File: src/fsmc_pkg.sv
package fsmc_pkg;

    localparam int CLK_MHZ = 100;
    // Filter times in microseconds
    localparam int T_BOOST_OC_US = 110000;
    localparam int T_SLOW_US = 100;
    localparam int T_CORE_UV_US = 5;
    localparam int T_FAST_US = 10;
    localparam int CNT_W = 24;
    localparam logic [CNT_W-1:0] CYC_BOOST_OC = CNT_W'(T_BOOST_OC_US * CLK_MHZ);
    localparam logic [CNT_W-1:0] CYC_SLOW = CNT_W'(T_SLOW_US * CLK_MHZ);
    localparam logic [CNT_W-1:0] CYC_CORE_UV = CNT_W'(T_CORE_UV_US * CLK_MHZ);
    localparam logic [CNT_W-1:0] CYC_FAST = CNT_W'(T_FAST_US * CLK_MHZ);
    // Duty reduction, percent per degree, in hundredths
    localparam logic [15:0] DUTY_STEP_CENTI = 16'h00e1;
    localparam logic [1:0] TEMP_LIMIT_SEL_RESET = 2'h0;
    localparam logic [3:0] NTC_REDUCE_SEL_RESET = 4'h0;
    localparam logic [3:0] NTC_SHUTOFF_SEL_RESET = 4'hf;

    // Fault index order, same as the struct bit order
    localparam int NF = 11;
    localparam int F_BOOST_OC = 10;
    localparam int F_BOOST_OV = 9;
    localparam int F_IN_OV = 8;
    localparam int F_IN_UV = 7;
    localparam int F_LINE_OC = 6;
    localparam int F_CORE_UV = 5;
    localparam int F_TSD = 4;
    localparam int F_PUMP = 3;
    localparam int F_NTC_SHUT = 2;
    localparam int F_NTC_RED = 1;
    localparam int F_NTC_MISS = 0;

    typedef enum logic [2:0] {
        ST_STANDBY,
        ST_LOAD,
        ST_SOFT_START,
        ST_BOOST_START,
        ST_NORMAL,
        ST_RECOVERY
    } fsmc_state_t;

    typedef struct packed {
        logic boost_overcurrent;
        logic boost_overvoltage;
        logic input_overvoltage;
        logic input_undervoltage;
        logic line_switch_overcurrent;
        logic core_supply_low;
        logic thermal_shutdown;
        logic pump_voltage;
        logic ntc_shutoff;
        logic ntc_reduce;
        logic ntc_missing;
    } fsmc_faults_t;

    typedef struct packed {
        logic line_switch_on;
        logic boost_enable;
        logic sinks_enable;
        logic reg_access_ok;
        logic ntc_current_reduce;
        logic [15:0] duty_reduce_centi;
        logic hybrid_current_reduce;
    } fsmc_ctrl_t;

endpackage

File: src/fsmc_fault_supervisor.sv
`timescale 1ns/1ps
`default_nettype none
module fsmc_fault_supervisor (
    input wire logic CORE_CLK,
    input wire logic RST_N,
    input wire logic IO_SUPPLY_ENABLE,
    input wire fsmc_pkg::fsmc_faults_t RAW_FAULTS,
    input wire logic [7:0] DIE_TEMP_OVER,
    input wire logic HYBRID_DIMMING,
    input wire logic NTC_COMP_ENABLE,
    input wire logic [1:0] INTERNAL_TEMP_LIMIT_SEL,
    input wire logic [3:0] NTC_REDUCE_THRESHOLD_SEL,
    input wire logic [3:0] NTC_SHUTOFF_THRESHOLD_SEL,
    input wire logic FAULT_FLAG_CLEAR,
    input wire logic SPI_SELECT_N,
    input wire logic LOAD_DONE,
    input wire logic SOFT_START_DONE,
    input wire logic BOOST_START_DONE,
    output fsmc_pkg::fsmc_faults_t FAULT_FLAGS,
    output fsmc_pkg::fsmc_ctrl_t CTRL,
    output fsmc_pkg::fsmc_state_t MODE,
    output logic [1:0] TEMP_LIMIT_SEL_OUT,
    output logic [3:0] NTC_REDUCE_SEL_OUT,
    output logic [3:0] NTC_SHUTOFF_SEL_OUT,
    output logic FAULT_OUT,
    output logic FAULT_OE_N
);

    ////////////////////////////////////////////////////////////////////////
    // Input synchronisers

    logic [fsmc_pkg::NF-1:0] raw_s1_reg;
    logic [fsmc_pkg::NF-1:0] raw_s2_reg;
    logic [1:0] en_sync_reg;
    logic [1:0] nss_sync_reg;
    logic nss_last_reg;
    logic [7:0] temp_s1_reg;
    logic [7:0] temp_s2_reg;

    always_ff @(posedge CORE_CLK)
    begin
        raw_s1_reg <= RAW_FAULTS;
        raw_s2_reg <= raw_s1_reg;
        en_sync_reg <= {en_sync_reg[0], IO_SUPPLY_ENABLE};
        nss_sync_reg <= {nss_sync_reg[0], SPI_SELECT_N};
        nss_last_reg <= nss_sync_reg[1];
        temp_s1_reg <= DIE_TEMP_OVER;
        temp_s2_reg <= temp_s1_reg;
    end

    logic enabled;
    logic nss_toggle;
    logic clear_req;
    assign enabled = en_sync_reg[1];
    assign nss_toggle = nss_sync_reg[1] & ~nss_last_reg;
    assign clear_req = FAULT_FLAG_CLEAR | nss_toggle;

    ////////////////////////////////////////////////////////////////////////
    // Mode sequencer

    fsmc_pkg::fsmc_state_t state_reg;
    logic any_recovery_fault;

    always_ff @(posedge CORE_CLK)
    begin
        if (!RST_N || !enabled)
        begin
            state_reg <= fsmc_pkg::ST_STANDBY;
        end
        else
        begin
            case (state_reg)
                fsmc_pkg::ST_STANDBY: state_reg <= fsmc_pkg::ST_LOAD;
                fsmc_pkg::ST_LOAD:
                    if (LOAD_DONE)
                        state_reg <= fsmc_pkg::ST_SOFT_START;
                fsmc_pkg::ST_SOFT_START:
                    if (any_recovery_fault)
                        state_reg <= fsmc_pkg::ST_RECOVERY;
                    else if (SOFT_START_DONE)
                        state_reg <= fsmc_pkg::ST_BOOST_START;
                fsmc_pkg::ST_BOOST_START:
                    if (any_recovery_fault)
                        state_reg <= fsmc_pkg::ST_RECOVERY;
                    else if (BOOST_START_DONE)
                        state_reg <= fsmc_pkg::ST_NORMAL;
                fsmc_pkg::ST_NORMAL:
                    if (any_recovery_fault)
                        state_reg <= fsmc_pkg::ST_RECOVERY;
                fsmc_pkg::ST_RECOVERY: state_reg <= fsmc_pkg::ST_RECOVERY;
                default: state_reg <= fsmc_pkg::ST_STANDBY;
            endcase
        end
    end

    logic from_soft;
    logic from_boost;
    logic in_normal;
    assign from_soft = state_reg == fsmc_pkg::ST_SOFT_START || state_reg == fsmc_pkg::ST_BOOST_START
        || state_reg == fsmc_pkg::ST_NORMAL;
    assign from_boost = state_reg == fsmc_pkg::ST_BOOST_START || state_reg == fsmc_pkg::ST_NORMAL;
    assign in_normal = state_reg == fsmc_pkg::ST_NORMAL;

    ////////////////////////////////////////////////////////////////////////
    // Monitoring windows and filter times

    logic [fsmc_pkg::NF-1:0] win;
    logic [fsmc_pkg::NF*fsmc_pkg::CNT_W-1:0] limits;

    always_comb
    begin
        win = '0;
        win[fsmc_pkg::F_BOOST_OC] = from_boost;
        win[fsmc_pkg::F_PUMP] = from_boost;
        win[fsmc_pkg::F_IN_OV] = from_soft;
        win[fsmc_pkg::F_IN_UV] = from_soft;
        win[fsmc_pkg::F_LINE_OC] = from_soft;
        win[fsmc_pkg::F_TSD] = from_soft;
        win[fsmc_pkg::F_BOOST_OV] = in_normal;
        win[fsmc_pkg::F_CORE_UV] = enabled;
        win[fsmc_pkg::F_NTC_SHUT] = in_normal & NTC_COMP_ENABLE;
        win[fsmc_pkg::F_NTC_RED] = in_normal & NTC_COMP_ENABLE;
        win[fsmc_pkg::F_NTC_MISS] = in_normal & NTC_COMP_ENABLE;
    end

    always_comb
    begin
        limits = '0;
        limits[fsmc_pkg::F_BOOST_OC*fsmc_pkg::CNT_W +: fsmc_pkg::CNT_W] = fsmc_pkg::CYC_BOOST_OC;
        limits[fsmc_pkg::F_BOOST_OV*fsmc_pkg::CNT_W +: fsmc_pkg::CNT_W] = fsmc_pkg::CYC_SLOW;
        limits[fsmc_pkg::F_IN_OV*fsmc_pkg::CNT_W +: fsmc_pkg::CNT_W] = fsmc_pkg::CYC_SLOW;
        limits[fsmc_pkg::F_IN_UV*fsmc_pkg::CNT_W +: fsmc_pkg::CNT_W] = fsmc_pkg::CYC_SLOW;
        limits[fsmc_pkg::F_LINE_OC*fsmc_pkg::CNT_W +: fsmc_pkg::CNT_W] = fsmc_pkg::CYC_SLOW;
        limits[fsmc_pkg::F_CORE_UV*fsmc_pkg::CNT_W +: fsmc_pkg::CNT_W] = fsmc_pkg::CYC_CORE_UV;
        limits[fsmc_pkg::F_TSD*fsmc_pkg::CNT_W +: fsmc_pkg::CNT_W] = fsmc_pkg::CYC_SLOW;
        limits[fsmc_pkg::F_NTC_MISS*fsmc_pkg::CNT_W +: fsmc_pkg::CNT_W] = fsmc_pkg::CYC_SLOW;
        limits[fsmc_pkg::F_PUMP*fsmc_pkg::CNT_W +: fsmc_pkg::CNT_W] = fsmc_pkg::CYC_FAST;
        limits[fsmc_pkg::F_NTC_SHUT*fsmc_pkg::CNT_W +: fsmc_pkg::CNT_W] = fsmc_pkg::CYC_FAST;
        limits[fsmc_pkg::F_NTC_RED*fsmc_pkg::CNT_W +: fsmc_pkg::CNT_W] = fsmc_pkg::CYC_FAST;
    end

    ////////////////////////////////////////////////////////////////////////
    // Per-fault filter and sticky flag

    logic [fsmc_pkg::NF-1:0] flag_reg;
    logic [fsmc_pkg::NF-1:0] flag_nxt;
    logic [fsmc_pkg::NF-1:0] live;

    genvar gi;
    generate
        for (gi = 0; gi < fsmc_pkg::NF; gi++)
        begin : g_flt
            logic [fsmc_pkg::CNT_W-1:0] cnt_reg;
            logic hit;
            logic ntc_bit;
            assign ntc_bit = gi == fsmc_pkg::F_NTC_SHUT || gi == fsmc_pkg::F_NTC_RED;
            assign hit = cnt_reg == limits[gi*fsmc_pkg::CNT_W +: fsmc_pkg::CNT_W];
            assign live[gi] = raw_s2_reg[gi] & win[gi];
            assign flag_nxt[gi] = (live[gi] && hit) ? 1'b1
                : (clear_req && !(ntc_bit && raw_s2_reg[gi])) ? 1'b0
                : flag_reg[gi];

            always_ff @(posedge CORE_CLK)
            begin
                if (!RST_N || !enabled || !live[gi])
                    cnt_reg <= '0;
                else if (!hit)
                    cnt_reg <= cnt_reg + fsmc_pkg::CNT_W'(1);
            end

            always_ff @(posedge CORE_CLK)
            begin
                if (!RST_N || !enabled)
                    flag_reg[gi] <= 1'b0;
                else
                    flag_reg[gi] <= flag_nxt[gi];
            end
        end
    endgenerate

    assign any_recovery_fault = flag_reg[fsmc_pkg::F_TSD] | flag_reg[fsmc_pkg::F_PUMP]
        | flag_reg[fsmc_pkg::F_BOOST_OC] | flag_reg[fsmc_pkg::F_IN_OV] | flag_reg[fsmc_pkg::F_IN_UV]
        | flag_reg[fsmc_pkg::F_LINE_OC] | flag_reg[fsmc_pkg::F_CORE_UV];

    ////////////////////////////////////////////////////////////////////////
    // Fault pin follows the next value of the pin-driving flags

    logic pin_reg;
    logic pin_src;
    assign pin_src = |(flag_nxt & ~(fsmc_pkg::NF'(1) << fsmc_pkg::F_NTC_MISS));

    always_ff @(posedge CORE_CLK)
    begin
        if (!RST_N || !enabled)
            pin_reg <= 1'b0;
        else
            pin_reg <= pin_src;
    end

    ////////////////////////////////////////////////////////////////////////
    // Configuration capture and thermal reduction

    logic [1:0] tsel_reg;
    logic [3:0] rsel_reg;
    logic [3:0] ssel_reg;
    logic [15:0] duty_reg;
    logic acc_ok;
    assign acc_ok = state_reg == fsmc_pkg::ST_BOOST_START || state_reg == fsmc_pkg::ST_NORMAL
        || state_reg == fsmc_pkg::ST_RECOVERY;

    always_ff @(posedge CORE_CLK)
    begin
        if (!RST_N || !enabled)
        begin
            tsel_reg <= fsmc_pkg::TEMP_LIMIT_SEL_RESET;
            rsel_reg <= fsmc_pkg::NTC_REDUCE_SEL_RESET;
            ssel_reg <= fsmc_pkg::NTC_SHUTOFF_SEL_RESET;
        end
        else if (acc_ok)
        begin
            tsel_reg <= INTERNAL_TEMP_LIMIT_SEL;
            rsel_reg <= NTC_REDUCE_THRESHOLD_SEL;
            ssel_reg <= NTC_SHUTOFF_THRESHOLD_SEL;
        end
    end

    always_ff @(posedge CORE_CLK)
    begin
        if (!RST_N || !enabled)
            duty_reg <= '0;
        else
            duty_reg <= 16'(temp_s2_reg * fsmc_pkg::DUTY_STEP_CENTI);
    end

    ////////////////////////////////////////////////////////////////////////
    // Outputs

    logic running;
    logic ntc_off;
    assign running = from_soft;
    assign ntc_off = flag_reg[fsmc_pkg::F_NTC_SHUT];

    always_comb
    begin
        CTRL.line_switch_on = running;
        CTRL.boost_enable = from_boost;
        CTRL.sinks_enable = in_normal & ~ntc_off;
        CTRL.reg_access_ok = acc_ok;
        CTRL.ntc_current_reduce = flag_reg[fsmc_pkg::F_NTC_RED];
        CTRL.duty_reduce_centi = duty_reg;
        CTRL.hybrid_current_reduce = HYBRID_DIMMING & (duty_reg != '0);
    end

    assign FAULT_FLAGS = flag_reg;
    assign MODE = state_reg;
    assign TEMP_LIMIT_SEL_OUT = tsel_reg;
    assign NTC_REDUCE_SEL_OUT = rsel_reg;
    assign NTC_SHUTOFF_SEL_OUT = ssel_reg;
    assign FAULT_OUT = 1'b0;
    assign FAULT_OE_N = ~pin_reg;

endmodule
`default_nettype wire

File: config.mk
export PLATFORM = sky130hd
export DESIGN_NAME = fsmc_fault_supervisor
export DESIGN_NICKNAME = d
export VERILOG_FILES = /design/src/fsmc_pkg.sv /design/src/fsmc_fault_supervisor.sv
export SDC_FILE = /design/constraint.sdc
export NUM_CORES = 1
export LEC_CHECK = 0
export BUFFER_PORTS_ARGS = -buffer_cell sky130_fd_sc_hd__buf_4
export CAP_MARGIN = 20
export CORE_MARGIN = 1
export CORE_UTILIZATION = 25
export DETAILED_ROUTE_END_ITERATION = 8
export HOLD_SLACK_MARGIN = 0.06
export PLACE_DENSITY = 0.48
export SLEW_MARGIN = 10
export SYNTH_ARGS = -nofsm -noshare
export SYNTH_HDL_FRONTEND = slang
export SYNTH_SLANG_ARGS = --single-unit
File: constraint.sdc
create_clock -name CORE_CLK -period 3.39 [get_ports CORE_CLK]
set_clock_uncertainty 0.15 [all_clocks]
set_input_delay 0.678 -clock CORE_CLK [delete_from_list [all_inputs] [get_ports CORE_CLK]]
set_output_delay 0.678 -clock CORE_CLK [all_outputs]
set_load 0.01 [all_outputs]
## After elaboration in Yosys (flattened, before gate mapping)

Index checks and enable logic that the tools add are counted.

| cells by class | value |
|---|---|
| equality and inequality tests | 20 |
| muxes and demuxes | 29 |
| magnitude comparators | 0 |
| multiply operators | 1 |
| bitwise logic cells | 25 |
| divide/modulo/power cells | 0 |
| shift operators | 0 |
| reduce and logical (&&, ||, !) cells | 49 |
| add/sub/neg operators | 11 |

Operators by type and width:

| cell | count |
|---|---|
| $add A24 B1 Y24 const B | 11 |
| $eq A24 B14 Y1 const B | 6 |
| $eq A24 B10 Y1 const B | 3 |
| $eq A24 B24 Y1 const B | 1 |
| $eq A24 B9 Y1 const B | 1 |
| $mux W1 | 22 |
| $mux W3 | 6 |
| $pmux W3 S6 | 1 |
| $logic_or A1 B1 Y1 | 16 |
| $mul A8 B8 Y16 const B | 1 |
| $reduce_bool A16 Y1 | 1 |
| $and A1 B1 Y1 | 15 |
| $logic_not A1 Y1 | 15 |
| $logic_and A1 B1 Y1 | 13 |
| $reduce_or A10 Y1 | 1 |
| $or A1 B1 Y1 | 7 |
| $eq A3 B2 Y1 const B | 2 |
| $eq A3 B3 Y1 const B | 2 |
| $ne A3 B3 Y1 const B | 2 |
| $ne A2 B2 Y1 const B | 2 |
| $reduce_and A4 Y1 | 1 |
| $eq A3 B1 Y1 const B | 1 |
| $logic_not A3 Y1 | 1 |
| $not A1 Y1 | 3 |
| $reduce_bool A2 Y1 | 1 |

| storage, ports and cells | value |
|---|---|
| flip-flop bits (word level) | 348 |
| bits in latches | 0 |
| bits in read-only memories | 0 |
| memories kept | 0 |
| RAM bits | 0 |

## Depth between registers and ports, before layout

Gate-level depths: netlist of the first run.

| logic depth | value |
|---|---|
| depth in word-level cells | 8 |
| depth in mapped cells | 12 |
| depth with buffers taken out | 12 |

## Least setup slack after synthesis of the first run

OpenSTA, ideal clock, no wires.

| path | value |
|---|---|
| path kind | register -> register |
| start | reg temp_s2_reg[2] |
| end | reg duty_reg[15] |
| data arrival time | 3.408 ns |
| path slack | -0.290 ns |
| required time | 3.118 ns |
| setup time | 0.122 ns |
| stages on the path, launching flop included | 13 |
| cell sequence | dfxtp_1 > fa_1 > ha_1 > ha_1 > ha_1 > ha_1 > fa_1 > a21o_1 > a21oi_1 > o21bai_1 > a2111oi_0 > or4_1 > a21oi_1 |

| between the ends | value |
|---|---|
| word-level cells in the longest chain between the ends | 1 |

RTL lines:

| element | line | source |
|---|---|---|
| from (decl) | fsmc_fault_supervisor.sv:38 | `logic [7:0] temp_s2_reg;` |
| from (signal assigned) | fsmc_fault_supervisor.sv:48 | `temp_s2_reg <= temp_s1_reg;` |
| $mul A8 B8 Y16 | fsmc_fault_supervisor.sv:232 | `duty_reg <= 16'(temp_s2_reg * fsmc_pkg::DUTY_STEP_CENTI);` |
| to (signal assigned) | fsmc_fault_supervisor.sv:232 |  |
| to (decl) | fsmc_fault_supervisor.sv:206 | `logic [15:0] duty_reg;` |

No other way between the ends.
A chain may end at the register's enable or synchronous reset.

## Worst setup path after layout of the first run

| path | value |
|---|---|
| start | reg temp_s2_reg[0] |
| end | reg duty_reg[15] |

The elaborated chain is that of the path after synthesis.

==> results.md, run 1 <==
Clock network:
- The clock passes through at most 3 buffers.
- The tree built by TritonCTS fans out to 348 sinks.
- The tree is rooted in a sky130_fd_sc_hd__clkbuf_16.
- CTS built an H-tree with a depth of 2.
- The number of buffers inserted during clock tree synthesis is 40.
- The later pin in the worst-skew pair is clocked with a latency of 0.57 ns.
- TritonCTS built the clock tree.
- The clock input transition at the sequential cells of the worst setup and hold paths is 0.06 ns.

Worst setup path:
- In this run the worst path has a maximum fanout of 2.
- The data required time of the worst path is 3.65 ns.
- In this design, the stage delay of the slowest critical-path cell is 0.58 ns.
- The kind of critical path is reg2reg.
- Traced cell by cell, the critical path runs through fa_1 -> ha_4 -> ha_4 -> ha_4 -> ha_4 -> fa_2 -> a21o_1 -> a21oi_2 -> o21bai_2 -> a2111oi_4 -> or4_1 -> a21oi_1.
- The critical path startpoint category is a flip-flop.
- The data arrival time of the critical path is 3.70 ns.
- The slowest stage of the critical path is the sky130_fd_sc_hd__fa_1 cell.
- For the worst flop-to-flop path, the logic depth is 12.
- The most prevalent standard cell on the critical path is sky130_fd_sc_hd__ha_4.
- The startpoint of the worst register-to-register path is temp_s2_reg[0].
- The worst setup path is captured at a flip-flop.
- The worst register-to-register path ends at duty_reg[15].
- The end point of the critical path is duty_reg[15].
- In this run the worst setup path begins at temp_s2_reg[0].
- The register-to-register setup slack is -0.05 ns.

Layout:
- 0 antenna diodes ended up in the layout.
- The area added between synthesis and finish is 21.5%.
- Fill cells in the final layout number 6150.
- The finished layout holds 2593 standard cells, fillers aside.
- In the final layout, the share of cells above drive strength 1 is 12.4%.
- The count of nets after finishing is 1897.
- The register with the most flip-flops in the layout has 264 of them.

Detailed routing:
- The remaining design rule violation count is 2.
- The final routed wirelength across all metal layers is 33.3 mm.
- The post-detailed-route wirelength per cell is 12.9 um.
- The number of DRC markers in iteration 0 is 465.
- Detailed routing inserted a total of 11500 vias.
- The mean number of vias per cell is 4.42.
- For this run, the detailed router's first-pass iteration total came to 9.
- The detail route stage leaves a number of antenna-violating nets equal to 0.

Timing:
- The final setup violation count is 1.
- Timing would allow up to 0.291 GHz.
- The worst slew margin relative to its limit is 36.4%.
- The minimum setup slack in the final design is -0.0469 ns.
- The time the final worst path needs with I/O delays and setup is 3.44 ns.
- The worst path uses 101% of the clock period.
- At the pin with the least slew margin, the transition time is 0.946 ns.
- The final-report max-slew violation count is 0.
- Setup repair after global routing could not meet its margin everywhere.
- The total count of hold-check failures in the final report is 0.

Yosys:
- The area fraction of the dominant cell type after synthesis is 46.2%.
- Of all cell types, the one taking the most synthesized area is sky130_fd_sc_hd__dfxtp_1.
- The synthesized netlist devotes 2.90% of its cell area to compound gates.
- For this run, the register share of the synthesized area comes to 46.2%.
- The post-synthesis share of cell area spent on full adders, half adders and majority gates is 5.96%.
- During synthesis, Yosys emitted a total of 0 warnings.
- In the synthesized netlist, the cells that appear most often are sky130_fd_sc_hd__dfxtp_1, sky130_fd_sc_hd__nor2_1, sky130_fd_sc_hd__xor2_1.
- After Yosys synthesis, and, or, nand and nor cells account for 27.2% of the synthesized area.
- Summing every instance area after synthesis gives 15100 um2.
- In the synthesized netlist the async set-or-reset flop fraction comes to 0%.
- When the netlist entered floorplanning its net count stood at 1771.
- Synthesis inferred 348 register bits.
- Yosys mapped a number of flops with a built-in enable equal to 0.
- The unique cell type count in the Yosys netlist is 55.
- In the post-synthesis netlist, the biggest area contributors are sky130_fd_sc_hd__dfxtp_1, sky130_fd_sc_hd__nor2_1, sky130_fd_sc_hd__xor2_1.
- After synthesis, the largest family of logic cells by area is simple AND/OR/NAND/NOR gates.
- The cell count after synthesis is 1665.
- Averaged over all synthesized cells, the footprint is 9.06 um2.
- For this run, the leading register cell type out of synthesis is sky130_fd_sc_hd__dfxtp_1.
- sky130_fd_sc_hd__dfxtp_1 is the most common cell in the netlist.
- The mux share of post-synthesis cell area is 1.03%.
- Summing the areas of all xor and xnor instances in the mapped netlist gives 13.9% of the synthesized area.

GRT:
- Entering global routing, the biggest net connects 25 pins.
- The via count of the first global-routing pass was 11000.
- The first global-routing pass estimated 55.1 mm of wire.
- Global routing consumed, over all layers together, 10.9% of the routing resources.
- The number of antenna violations at the first check in global routing is 1.
- The total grt overflow is 0.

Floorplan:
- The floorplan die width is 248 um.
- The die covers 61300 um2.
- The initial core utilization is 25.4%.
- The floorplan step set the die height to 248 um.
- The area of the core is 59400 um2.
- The boundary pin count is 87.
- The number of standard-cell rows in the floorplan is 89.

Placed design:
- Once placement completed, the tool counted placed cells totaling 2508.
- The HPWL after detailed placement is 23.5 mm.
- At the end of routability-driven placement, the weighted congestion stood at 0.773.
- The count of buffers added on input and output ports is 85.

Power:
- The worst-case vdd ir drop is 0.282 mV.
- The design draws 9.19 mW.
- The leakage power total is 6.30 nW.
- For this design the ratio of total power to cell area is 501 nW/um2.

Flow run:
- The number of max-cap violations is 0.

Run status:
- The final reports fail on DRC, setup timing.
- The flow ran to the end, but the final reports show violations.

Worst hold path:
- The path type of the worst min-delay path is in2reg.
- In this run the most critical hold path is launched from DIE_TEMP_OVER[3].
routing by layer:
metal	share of wire (%)	wire (um)	GRT usage [%]	up-vias
li1	-	-	-	5902
met1	49	16300	14.6	5361
met2	44	14600	17.1	140
met3	5.0	1680	2.60	50
met4	2.2	721	3.64	0
met5	0	0	0	-
timing repair:
item / CTS / global route
hold buffers: 12 / 0
hold endpoints to repair: 12 / 0
endpoints found under the setup margin: 3 / 3
pin swaps: 1 / 5
gates resized for setup: 5 / 11
setup buffers: 2 / 0
critical path, delay by kind of cell, from the launching register on:
kind / cells / cell delay (ns)
adders and majority gates: 6 / 1.78
AOI/OAI and AO/OA: 5 / 0.88
DFF: 1 / 0.33
and+or+nand+nor: 1 / 0.16
worst min-delay path by stage:
stage / cells past startpoint / slack, ns / endpoint
floorplan: 0 / 0.16 / temp_s2_reg[0]
global placement: 0 / 0.16 / temp_s2_reg[6]
detailed placement: 0 / 0.16 / temp_s2_reg[2]
CTS: 1 / 0.06 / raw_s1_reg[4]
global route: 1 / 0.06 / raw_s1_reg[6]
finish: 1 / 0.09 / temp_s1_reg[3]
final cells by class:
cell class,instances,area [um2],share of cell area (%)
Clock buffer,49,1060,5.81
Inverter,51,191,1.04
Multi-Input combinational cell,1222,7850,42.8
Tap cell,773,967,5.28
Timing Repair Buffer,128,991,5.41
Clock inverter,22,284,1.55
Sequential cell,348,6980,38.1
per-stage QoR:
stage | util (%) | hold slack [ns] | setup WS (ns) | setup TNS, ns | area [um2]
2_1_floorplan | - | 0.160 | 0.00286 | 0 | 15100
3_3_place_gp | 28.1 | 0.162 | -0.140 | -0.267 | 16700
3_5_place_dp | 28.1 | 0.162 | -0.162 | -0.299 | 16700
4_1_cts | 30.7 | 0.0620 | -0.147 | -0.147 | 18200
5_1_grt | 30.9 | 0.0615 | -0.172 | -0.247 | 18300
6_report | 30.9 | 0.0938 | -0.0469 | -0.0469 | 18300
placed cells by master (no fill, tap or decap), types with 50 or more instances in the layout:
cell,n
sky130_fd_sc_hd__buf_4,116
sky130_fd_sc_hd__dfxtp_1,343
sky130_fd_sc_hd__ha_1,50
sky130_fd_sc_hd__inv_1,51
sky130_fd_sc_hd__nand2_1,121
sky130_fd_sc_hd__nand3_1,101
sky130_fd_sc_hd__nand4_1,54
sky130_fd_sc_hd__nor2_1,322
sky130_fd_sc_hd__xnor2_1,103
sky130_fd_sc_hd__xor2_1,136
logic make-up (layout without fill, tap and decap cells):
group / after synthesis / after routing
buf+inv: 95 / 250
xor+xnor: 239 / 239
mux: 15 / 15
flops: 348 / 348
fa+ha+maj: 67 / 67
compound gates: 73 / 73
simple gates: 827 / 827
other cells: 1 / 1
report_power, final:
part / switching (mW) / total, mW / internal, mW
logic: 0.263 / 0.577 / 0.314
clock network: 1.79 / 4.43 / 2.64
registers: 0.0351 / 4.18 / 4.14
Note: power is estimated with default switching activity, not from simulation.
==> run 2: changes to the inputs <==
==> constraint.sdc (replaced) <==
create_clock -name CORE_CLK -period 3.1 [get_ports CORE_CLK]
set_clock_uncertainty 0.15 [all_clocks]
set_input_delay 0.62 -clock CORE_CLK [delete_from_list [all_inputs] [get_ports CORE_CLK]]
set_output_delay 0.62 -clock CORE_CLK [all_outputs]
set_load 0.01 [all_outputs]
==> run 2 against run 1 <==
The run still ends with DRC, setup timing left. Worst setup slack worse by 0.24 ns. Clock power up 7.0%. Non-clock buffer count up 22. Critical path type unchanged. Highest routed layer unchanged.
==> results.md, run 2 (synthesis gave the netlist of run 1 again) <==
Detailed routing:
- The number of DRC markers in iteration 0 is 625 (was 465).
- The post-detailed-route wirelength per cell came to 12.6 um (was 12.9 um).
- The total vias in the final route is 11500 (about the same).
- The count of antenna-violating nets left after detailed routing is 0 (unchanged).
- The mean number of vias per cell is 4.39 (was 4.42).
- The remaining design rule violation count is 4 (was 2).
- The final routed wirelength across all metal layers came to 32.9 mm (was 33.3 mm).
- The number of search-and-repair iterations in the first detailed-routing pass is 7 (was 9).

Timing:
- The slew of the pin with the lowest slew margin came to 0.855 ns (was 0.946 ns).
- The time the final worst path needs with I/O delays and setup is 3.39 ns (was 3.44 ns).
- The total count of hold-check failures in the final report is 0 (unchanged).
- The worst slew margin relative to its limit is 42.6% (was 36.4%).
- Setup repair after global routing missed its margin: true (unchanged).
- The total negative slack for setup checks is -0.773 ns (was -0.0469 ns).
- The final setup violation count came to 4 (was 1).
- The final-report max-slew violation count is 0 (unchanged).
- The minimum setup slack in the final design is -0.290 ns (was -0.0469 ns).
- The share of the clock period used by the worst path is 109% (was 101%).
- The peak clock frequency supported by timing came to 0.295 GHz (was 0.291 GHz).

Worst setup path:
- The kind of critical path is reg2reg (unchanged).
- The number of buffer and inverter instances along the worst setup path is 0 (unchanged).
- Cell chain of the critical path: fa_1 -> ha_4 -> ha_4 -> ha_4 -> ha_4 -> fa_2 -> a21o_1 -> a21oi_2 -> o21bai_2 -> a2111oi_4 -> or4_1 -> a21oi_2 (was fa_1 -> ha_4 -> ha_4 -> ha_4 -> ha_4 -> fa_2 -> a21o_1 -> a21oi_2 -> o21bai_2 -> a2111oi_4 -> or4_1 -> a21oi_1).
- The critical-path maximum fanout was 4 (was 2).
- The critical path startpoint category is a flip-flop (unchanged).
- The data required time of the worst path is 3.38 ns (was 3.65 ns).
- The nature of the critical path endpoint is a flip-flop (unchanged).
- The top cell family by delay on the critical path is adder cells (unchanged).
- The largest stage delay on the critical path came to 0.59 ns (was 0.58 ns).
- The most prevalent standard cell on the critical path is sky130_fd_sc_hd__ha_4 (unchanged).
- The cell type of the slowest stage on the worst timing path is sky130_fd_sc_hd__fa_1 (unchanged).
- The data arrival time of the critical path is 3.67 ns (was 3.70 ns).

Floorplan:
- The full die area is 61300 um2 (unchanged).
- The height of the chip is 248 um (unchanged).
- The number of standard-cell rows in the floorplan is 89 (unchanged).
- The initial core utilization is 25.4% (unchanged).
- The area of the core came to 59400 um2 (unchanged).
- The boundary pin count is 87 (unchanged).
- The floorplan die width is 248 um (unchanged).

GRT:
- The pin count of the biggest net entering global routing is 25 (unchanged).
- The global-route track usage on met1 is 14.7% (was 14.6%).
- The number of antenna violations at the first check in global routing was 1 (unchanged).
- The met2 routing resource usage after global routing is 17.1% (about the same).
- The global-route wire length before repair was 55.3 mm (was 55.1 mm).
- The via count of the first global-routing pass is 11100 (was 11000).
- The total grt overflow was 0 (unchanged).
- The global-route total usage across every layer is 11.0% (was 10.9%).
- The busiest layer in global routing was met2 (unchanged).
- The met3 global-route usage came to 2.50% (was 2.60%).

Layout:
- The count of fill cells added during filler insertion came to 6140 (was 6150).
- The most common cell after layout, fill and taps aside was sky130_fd_sc_hd__dfxtp_1 (unchanged).
- Most used cells in the layout excluding fill and tap cells: sky130_fd_sc_hd__dfxtp_1, sky130_fd_sc_hd__nor2_1, sky130_fd_sc_hd__xor2_1 (unchanged).
- The share of cells above drive strength 1 is 13.3% (was 12.4%).
- The number of flip-flops under the largest register name came to 264 (unchanged).
- The area added between synthesis and finish is 23.1% (was 21.5%).
- The count of nets after finishing came to 1920 (was 1897).
- The antenna diode count came to 0 (unchanged).
- The sequential cell area is 6980 um2 (about the same).
- The multi-input gate area in the final layout came to 7890 um2 (was 7850 um2).
- The final instance area came to 18600 um2 (was 18300 um2).

Placed design:
- The number of buffers inserted by port buffering is 85 (unchanged).
- The half-perimeter wire length of the detailed placement result is 23.2 mm (was 23.5 mm).
- The final estimated routing congestion in global placement is 0.787 (was 0.773).
- The cell area after placement came to 16800 um2 (was 16700 um2).

Clock network:
- The CTS sink count is 348 (unchanged).
- The clock latency of the later-clocked register in the worst-skew pair was 0.56 ns (was 0.57 ns).
- The TritonCTS clock tree is done (unchanged).
- The clock input transition at the sequential cells of the worst setup and hold paths is 0.05 ns (was 0.06 ns).
- The number of buffers inserted during clock tree synthesis is 41 (was 40).
- The buffer levels on the longest clock path is 3 (unchanged).
- The maximum level of the CTS H-tree is 2 (unchanged).
- The library cell used as clock root buffer is sky130_fd_sc_hd__clkbuf_16 (unchanged).

Power:
- The worst-case vdd ir drop is 0.368 mV (was 0.282 mV).
- The power per cell area came to 539 nW/um2 (was 501 nW/um2).
- The leakage power total is 6.42 nW (was 6.30 nW).

Run status:
- Violated checks: DRC, setup timing (unchanged).
- Outcome: finished, violations left (unchanged).

Worst hold path:
- The path type of the worst min-delay path is in2reg (unchanged).

Flow run:
- The number of max-cap violations came to 0 (unchanged).
-- run 2: final timing paths --
path | endpoint | slack (ns) | start | cells past startpoint
setup reg to reg | duty_reg[15] | -0.29 | temp_s2_reg[2] | 12
hold / removal | NTC_SHUTOFF_SEL_OUT[1] | 0.11 | NTC_SHUTOFF_THRESHOLD_SEL[1] | 3
setup / recovery | duty_reg[15] | -0.29 | temp_s2_reg[2] | 12
hold reg to reg | en_sync_reg[1] | 0.17 | en_sync_reg[0] | 0
-- run 2: what timing repair did --
item	4_1_cts	5_1_grt
hold buffers	21	0
gates resized for setup	12	8
endpoints found under the setup margin	4	5
hold endpoints to repair	21	0
pin swaps	23	18
gates cloned	0	0
buffers inserted	3	1
-- run 2: per-stage QoR --
step | utilization (%) | power, mW | setup slack (ns) | std cells | hold slack (ns)
6_report | 31.3 | 10.0 | -0.290 | 2617 | 0.111
5_1_grt | 31.3 | 10.5 | -0.410 | 2617 | 0.0984
4_1_cts | 31.2 | 10.2 | -0.376 | 2616 | 0.0763
3_5_place_dp | 28.4 | 5.24 | -0.393 | 2519 | 0.163
3_3_place_gp | 28.4 | 5.24 | -0.371 | 2519 | 0.160
2_1_floorplan | - | 5.00 | -0.267 | 1665 | 0.160
-- run 2: tightest hold or removal path: cells and delay by family --
family                 cells  cell delay [ns]
and+or+nand+nor            2             0.09
buffers and inverters      1             0.07
-- run 2: where the power goes --
| group | internal [mW] | total, mW | switching, mW |
|---|---|---|---|
| clock | 2.82 | 4.74 | 1.92 |
| sequential | 4.53 | 4.57 | 0.0406 |
| combinational | 0.383 | 0.691 | 0.308 |
| total | 7.73 | 10.0 | 2.27 |
-- run 2: area by class of cell --
cell class,instances,area share (%)
Timing Repair Buffer,150,6.41
Inverter,51,1.03
Clock inverter,9,0.398
Clock buffer,64,6.85
Sequential cell,348,37.6
Multi-Input combinational cell,1222,42.5
Tap cell,773,5.21
-- run 2: layer usage --
metal  vias to the layer above  routed length (um)
met1                      5348               16100
met4                         0                 779
met5                         -                   0
li1                       5934                   -
met3                        56                1530
met2                       153               14500
==> run 3: changes to the inputs <==
==> constraint.sdc (replaced) <==
create_clock -name CORE_CLK -period 3.1 [get_ports CORE_CLK]
set_clock_uncertainty 0.15 [all_clocks]
set_input_delay 0.62 -clock CORE_CLK [delete_from_list [all_inputs] [get_ports CORE_CLK]]
set_output_delay 0.62 -clock CORE_CLK [all_outputs]
set_load 0.1 [all_outputs]
==> run 3 against run 2 <==
The run ends with setup timing left. Sequential power barely moved. Hold slack gained 0.0058 ns. Non-clock buffer count is 8 lower. Cell count decreased by 0.31%. Register-to-register slack worse by 0.04 ns. First-iteration DRC count down 13%. Power grew 5.7%. Via count down 0.10%.
==> results.md, run 3 (synthesis gave the netlist of run 1 again) <==
Layout:
- Most used cells in the layout excluding fill and tap cells: sky130_fd_sc_hd__dfxtp_1, sky130_fd_sc_hd__nor2_1, sky130_fd_sc_hd__xor2_1 (unchanged).
- The sequential cell area is 6980 um2 (unchanged).
- The count of nets after finishing is 1911 (was 1920).
- The area added between synthesis and finish is 23.6% (was 23.1%).
- The share of cells above drive strength 1 is 13.4% (was 13.3%).
- The antenna diode count is 0 (unchanged).
- The multi-input gate area in the final layout is 7950 um2 (was 7890 um2).
- The share of the core filled with cells is 31.4% (was 31.3%).
- The count of fill cells added during filler insertion is 6141 (was 6140).
- The most common cell after layout, fill and taps aside is sky130_fd_sc_hd__dfxtp_1 (unchanged).
- The number of flip-flops under the largest register name is 264 (unchanged).

Floorplan:
- The number of standard-cell rows in the floorplan is 89 (unchanged).
- The height of the chip is 248 um (unchanged).
- The initial core utilization is 25.4% (unchanged).
- The area of the core came to 59400 um2 (unchanged).
- The full die area is 61300 um2 (unchanged).
- The floorplan die width was 248 um (unchanged).
- The boundary pin count came to 87 (unchanged).

Worst setup path:
- The launch point of the worst path is temp_s2_reg[2] (unchanged).
- The critical-path maximum fanout is 4 (unchanged).
- The data arrival time of the critical path is 3.71 ns (was 3.67 ns).
- The startpoint of the worst register-to-register path is temp_s2_reg[2] (unchanged).
- The nature of the critical path endpoint is a flip-flop (unchanged).
- The data required time of the worst path is 3.38 ns (about the same).
- The critical path startpoint category was a flip-flop (unchanged).
- The kind of critical path is reg2reg (unchanged).

Timing:
- The total negative slack for setup checks was -0.776 ns (was -0.773 ns).
- The final setup violation count came to 4 (unchanged).
- The time the final worst path needs with I/O delays and setup is 3.43 ns (was 3.39 ns).
- The final-report max-slew violation count is 0 (unchanged).
- The slew of the pin with the lowest slew margin is 0.842 ns (was 0.855 ns).
- The minimum setup slack in the final design was -0.332 ns (was -0.290 ns).
- The total count of hold-check failures in the final report was 0 (unchanged).
- The worst slew margin relative to its limit is 43.4% (was 42.6%).
- Setup repair after global routing missed its margin: true (unchanged).
- The share of the clock period used by the worst path is 111% (was 109%).
- The peak clock frequency supported by timing is 0.291 GHz (was 0.295 GHz).

Detailed routing:
- The number of DRC markers in iteration 0 is 544 (was 625).
- The post-detailed-route wirelength per cell is 12.7 um (was 12.6 um).
- The count of antenna-violating nets left after detailed routing is 0 (unchanged).
- The final routed wirelength across all metal layers is 33.2 mm (was 32.9 mm).
- The mean number of vias per cell is 4.40 (was 4.39).
- The total vias in the final route came to 11500 (about the same).
- The remaining design rule violation count is 0 (was 4).
- The number of search-and-repair iterations in the first detailed-routing pass is 6 (was 7).

Clock network:
- The maximum level of the CTS H-tree is 2 (unchanged).
- The buffer levels on the longest clock path is 3 (unchanged).
- The clock input transition at the sequential cells of the worst setup and hold paths is 0.06 ns (was 0.05 ns).
- The clock latency of the later-clocked register in the worst-skew pair is 0.57 ns (was 0.56 ns).
- The number of buffers inserted during clock tree synthesis came to 40 (was 41).
- The library cell used as clock root buffer is sky130_fd_sc_hd__clkbuf_16 (unchanged).
- The TritonCTS clock tree was done (unchanged).
- The CTS sink count is 348 (unchanged).

Power:
- The proportion of total power due to net switching was 23.7% (was 22.7%).
- The worst-case vdd ir drop was 0.417 mV (was 0.368 mV).
- The leakage power total is 6.43 nW (was 6.42 nW).
- The clock power share is 48.1% (was 47.4%).
- The power per cell area came to 567 nW/um2 (was 539 nW/um2).
- The part of the total power dissipated in combinational logic was 8.7% (was 6.9%).
- The internal power is 8.06 mW (was 7.73 mW).
- The net switching power figure was 2.51 mW (was 2.27 mW).
- The power share of the sequential group is 43.3% (was 45.7%).

GRT:
- The global-route total usage across every layer is 11.0% (about the same).
- The busiest layer in global routing was met2 (unchanged).
- The met2 routing resource usage after global routing came to 17.2% (was 17.1%).
- The pin count of the biggest net entering global routing is 25 (unchanged).
- The via count of the first global-routing pass is 11200 (was 11100).
- The global-route wire length before repair is 55.4 mm (was 55.3 mm).
- The global-route track usage on met1 is 14.8% (was 14.7%).
- The met3 global-route usage came to 2.29% (was 2.50%).
- The number of antenna violations at the first check in global routing is 1 (unchanged).
- The total grt overflow is 0 (unchanged).

Run status:
- Outcome: finished, violations left (unchanged).
- Violated checks: setup timing (was DRC, setup timing).

Placed design:
- The number of buffers inserted by port buffering was 85 (unchanged).
- The final estimated routing congestion in global placement is 0.771 (was 0.787).
- The half-perimeter wire length of the detailed placement result came to 23.3 mm (was 23.2 mm).

Flow run:
- The number of max-cap violations is 0 (unchanged).

Worst hold path:
- The path type of the worst min-delay path is in2reg (unchanged).
- The startpoint of the lowest-slack hold path is NTC_SHUTOFF_THRESHOLD_SEL[2] (was NTC_SHUTOFF_THRESHOLD_SEL[1]).
run 3: cell count changes in the layout (fill, tap and decap cells not counted), sizes merged:
cell	before	now
clkbuf	64	53
buf	129	121
clkinv	7	10
bufinv	0	7
inv	52	53
run 3: per-layer routing:
metal | part of all wire [%] | vias to the layer above
li1 | - | 5924
met1 | 50 | 5350
met2 | 44 | 153
met3 | 4.1 | 52
met4 | 2.3 | 0
met5 | 0 | -
run 3: layout make-up:
type / instances / share of cell area, %
Multi-Input combinational cell: 1222 / 42.6
Timing Repair Buffer: 142 / 6.02
Clock inverter: 20 / 1.65
Clock buffer: 53 / 6.01
Sequential cell: 348 / 37.5
Inverter: 51 / 1.03
Tap cell: 773 / 5.19
run 3: final timing paths:
| check | endpoint | slack [ns] | cells past startpoint |
|---|---|---|---|
| hold reg to reg | temp_s2_reg[3] | 0.17 | 0 |
| hold / removal | NTC_SHUTOFF_SEL_OUT[2] | 0.12 | 3 |
| setup reg to reg | duty_reg[15] | -0.33 | 12 |
| setup / recovery | duty_reg[15] | -0.33 | 12 |
run 3: power by group through the flow:
stage	Clock (mW)	Combinational, mW	Sequential [mW]
after floorplan	0	0.356	4.85
after global placement	0	0.776	4.67
after detailed placement	0	0.772	4.67
after CTS	5.26	0.872	4.57
after global routing	5.44	0.984	4.58
final	5.08	0.918	4.57
run 3: critical path, stage by stage, from the launching register on:
cell and delay [ns]:
sky130_fd_sc_hd__dfxtp_4 0.36, sky130_fd_sc_hd__fa_1 0.60, sky130_fd_sc_hd__ha_4 0.22, sky130_fd_sc_hd__ha_4 0.27
sky130_fd_sc_hd__ha_4 0.19, sky130_fd_sc_hd__ha_4 0.16, sky130_fd_sc_hd__fa_2 0.35, sky130_fd_sc_hd__a21o_1 0.18
sky130_fd_sc_hd__a21oi_2 0.16, sky130_fd_sc_hd__o21bai_2 0.12, sky130_fd_sc_hd__a2111oi_4 0.32, sky130_fd_sc_hd__or4_1 0.19
sky130_fd_sc_hd__a21oi_2 0.05
run 3: metrics by stage:
stage | cell area [um2] | cells | setup WS (ns) | hold slack [ns] | power, mW
5_1_grt | 18600 | 2609 | -0.411 | 0.101 | 11.0
2_1_floorplan | 15200 | 1665 | -0.267 | 0.160 | 5.20
3_3_place_gp | 16800 | 2512 | -0.408 | 0.160 | 5.45
6_report | 18600 | 2609 | -0.332 | 0.117 | 10.6
3_5_place_dp | 16800 | 2512 | -0.392 | 0.162 | 5.44
4_1_cts | 18600 | 2608 | -0.373 | 0.0807 | 10.7
run 3: repair_timing:
action                                 CTS  global route
resized for setup                       14            11
pin swaps                               20            22
hold buffers                            21             0
endpoints found under the hold margin   21             0
setup buffers                            2             1
setup endpoints to repair                5             5
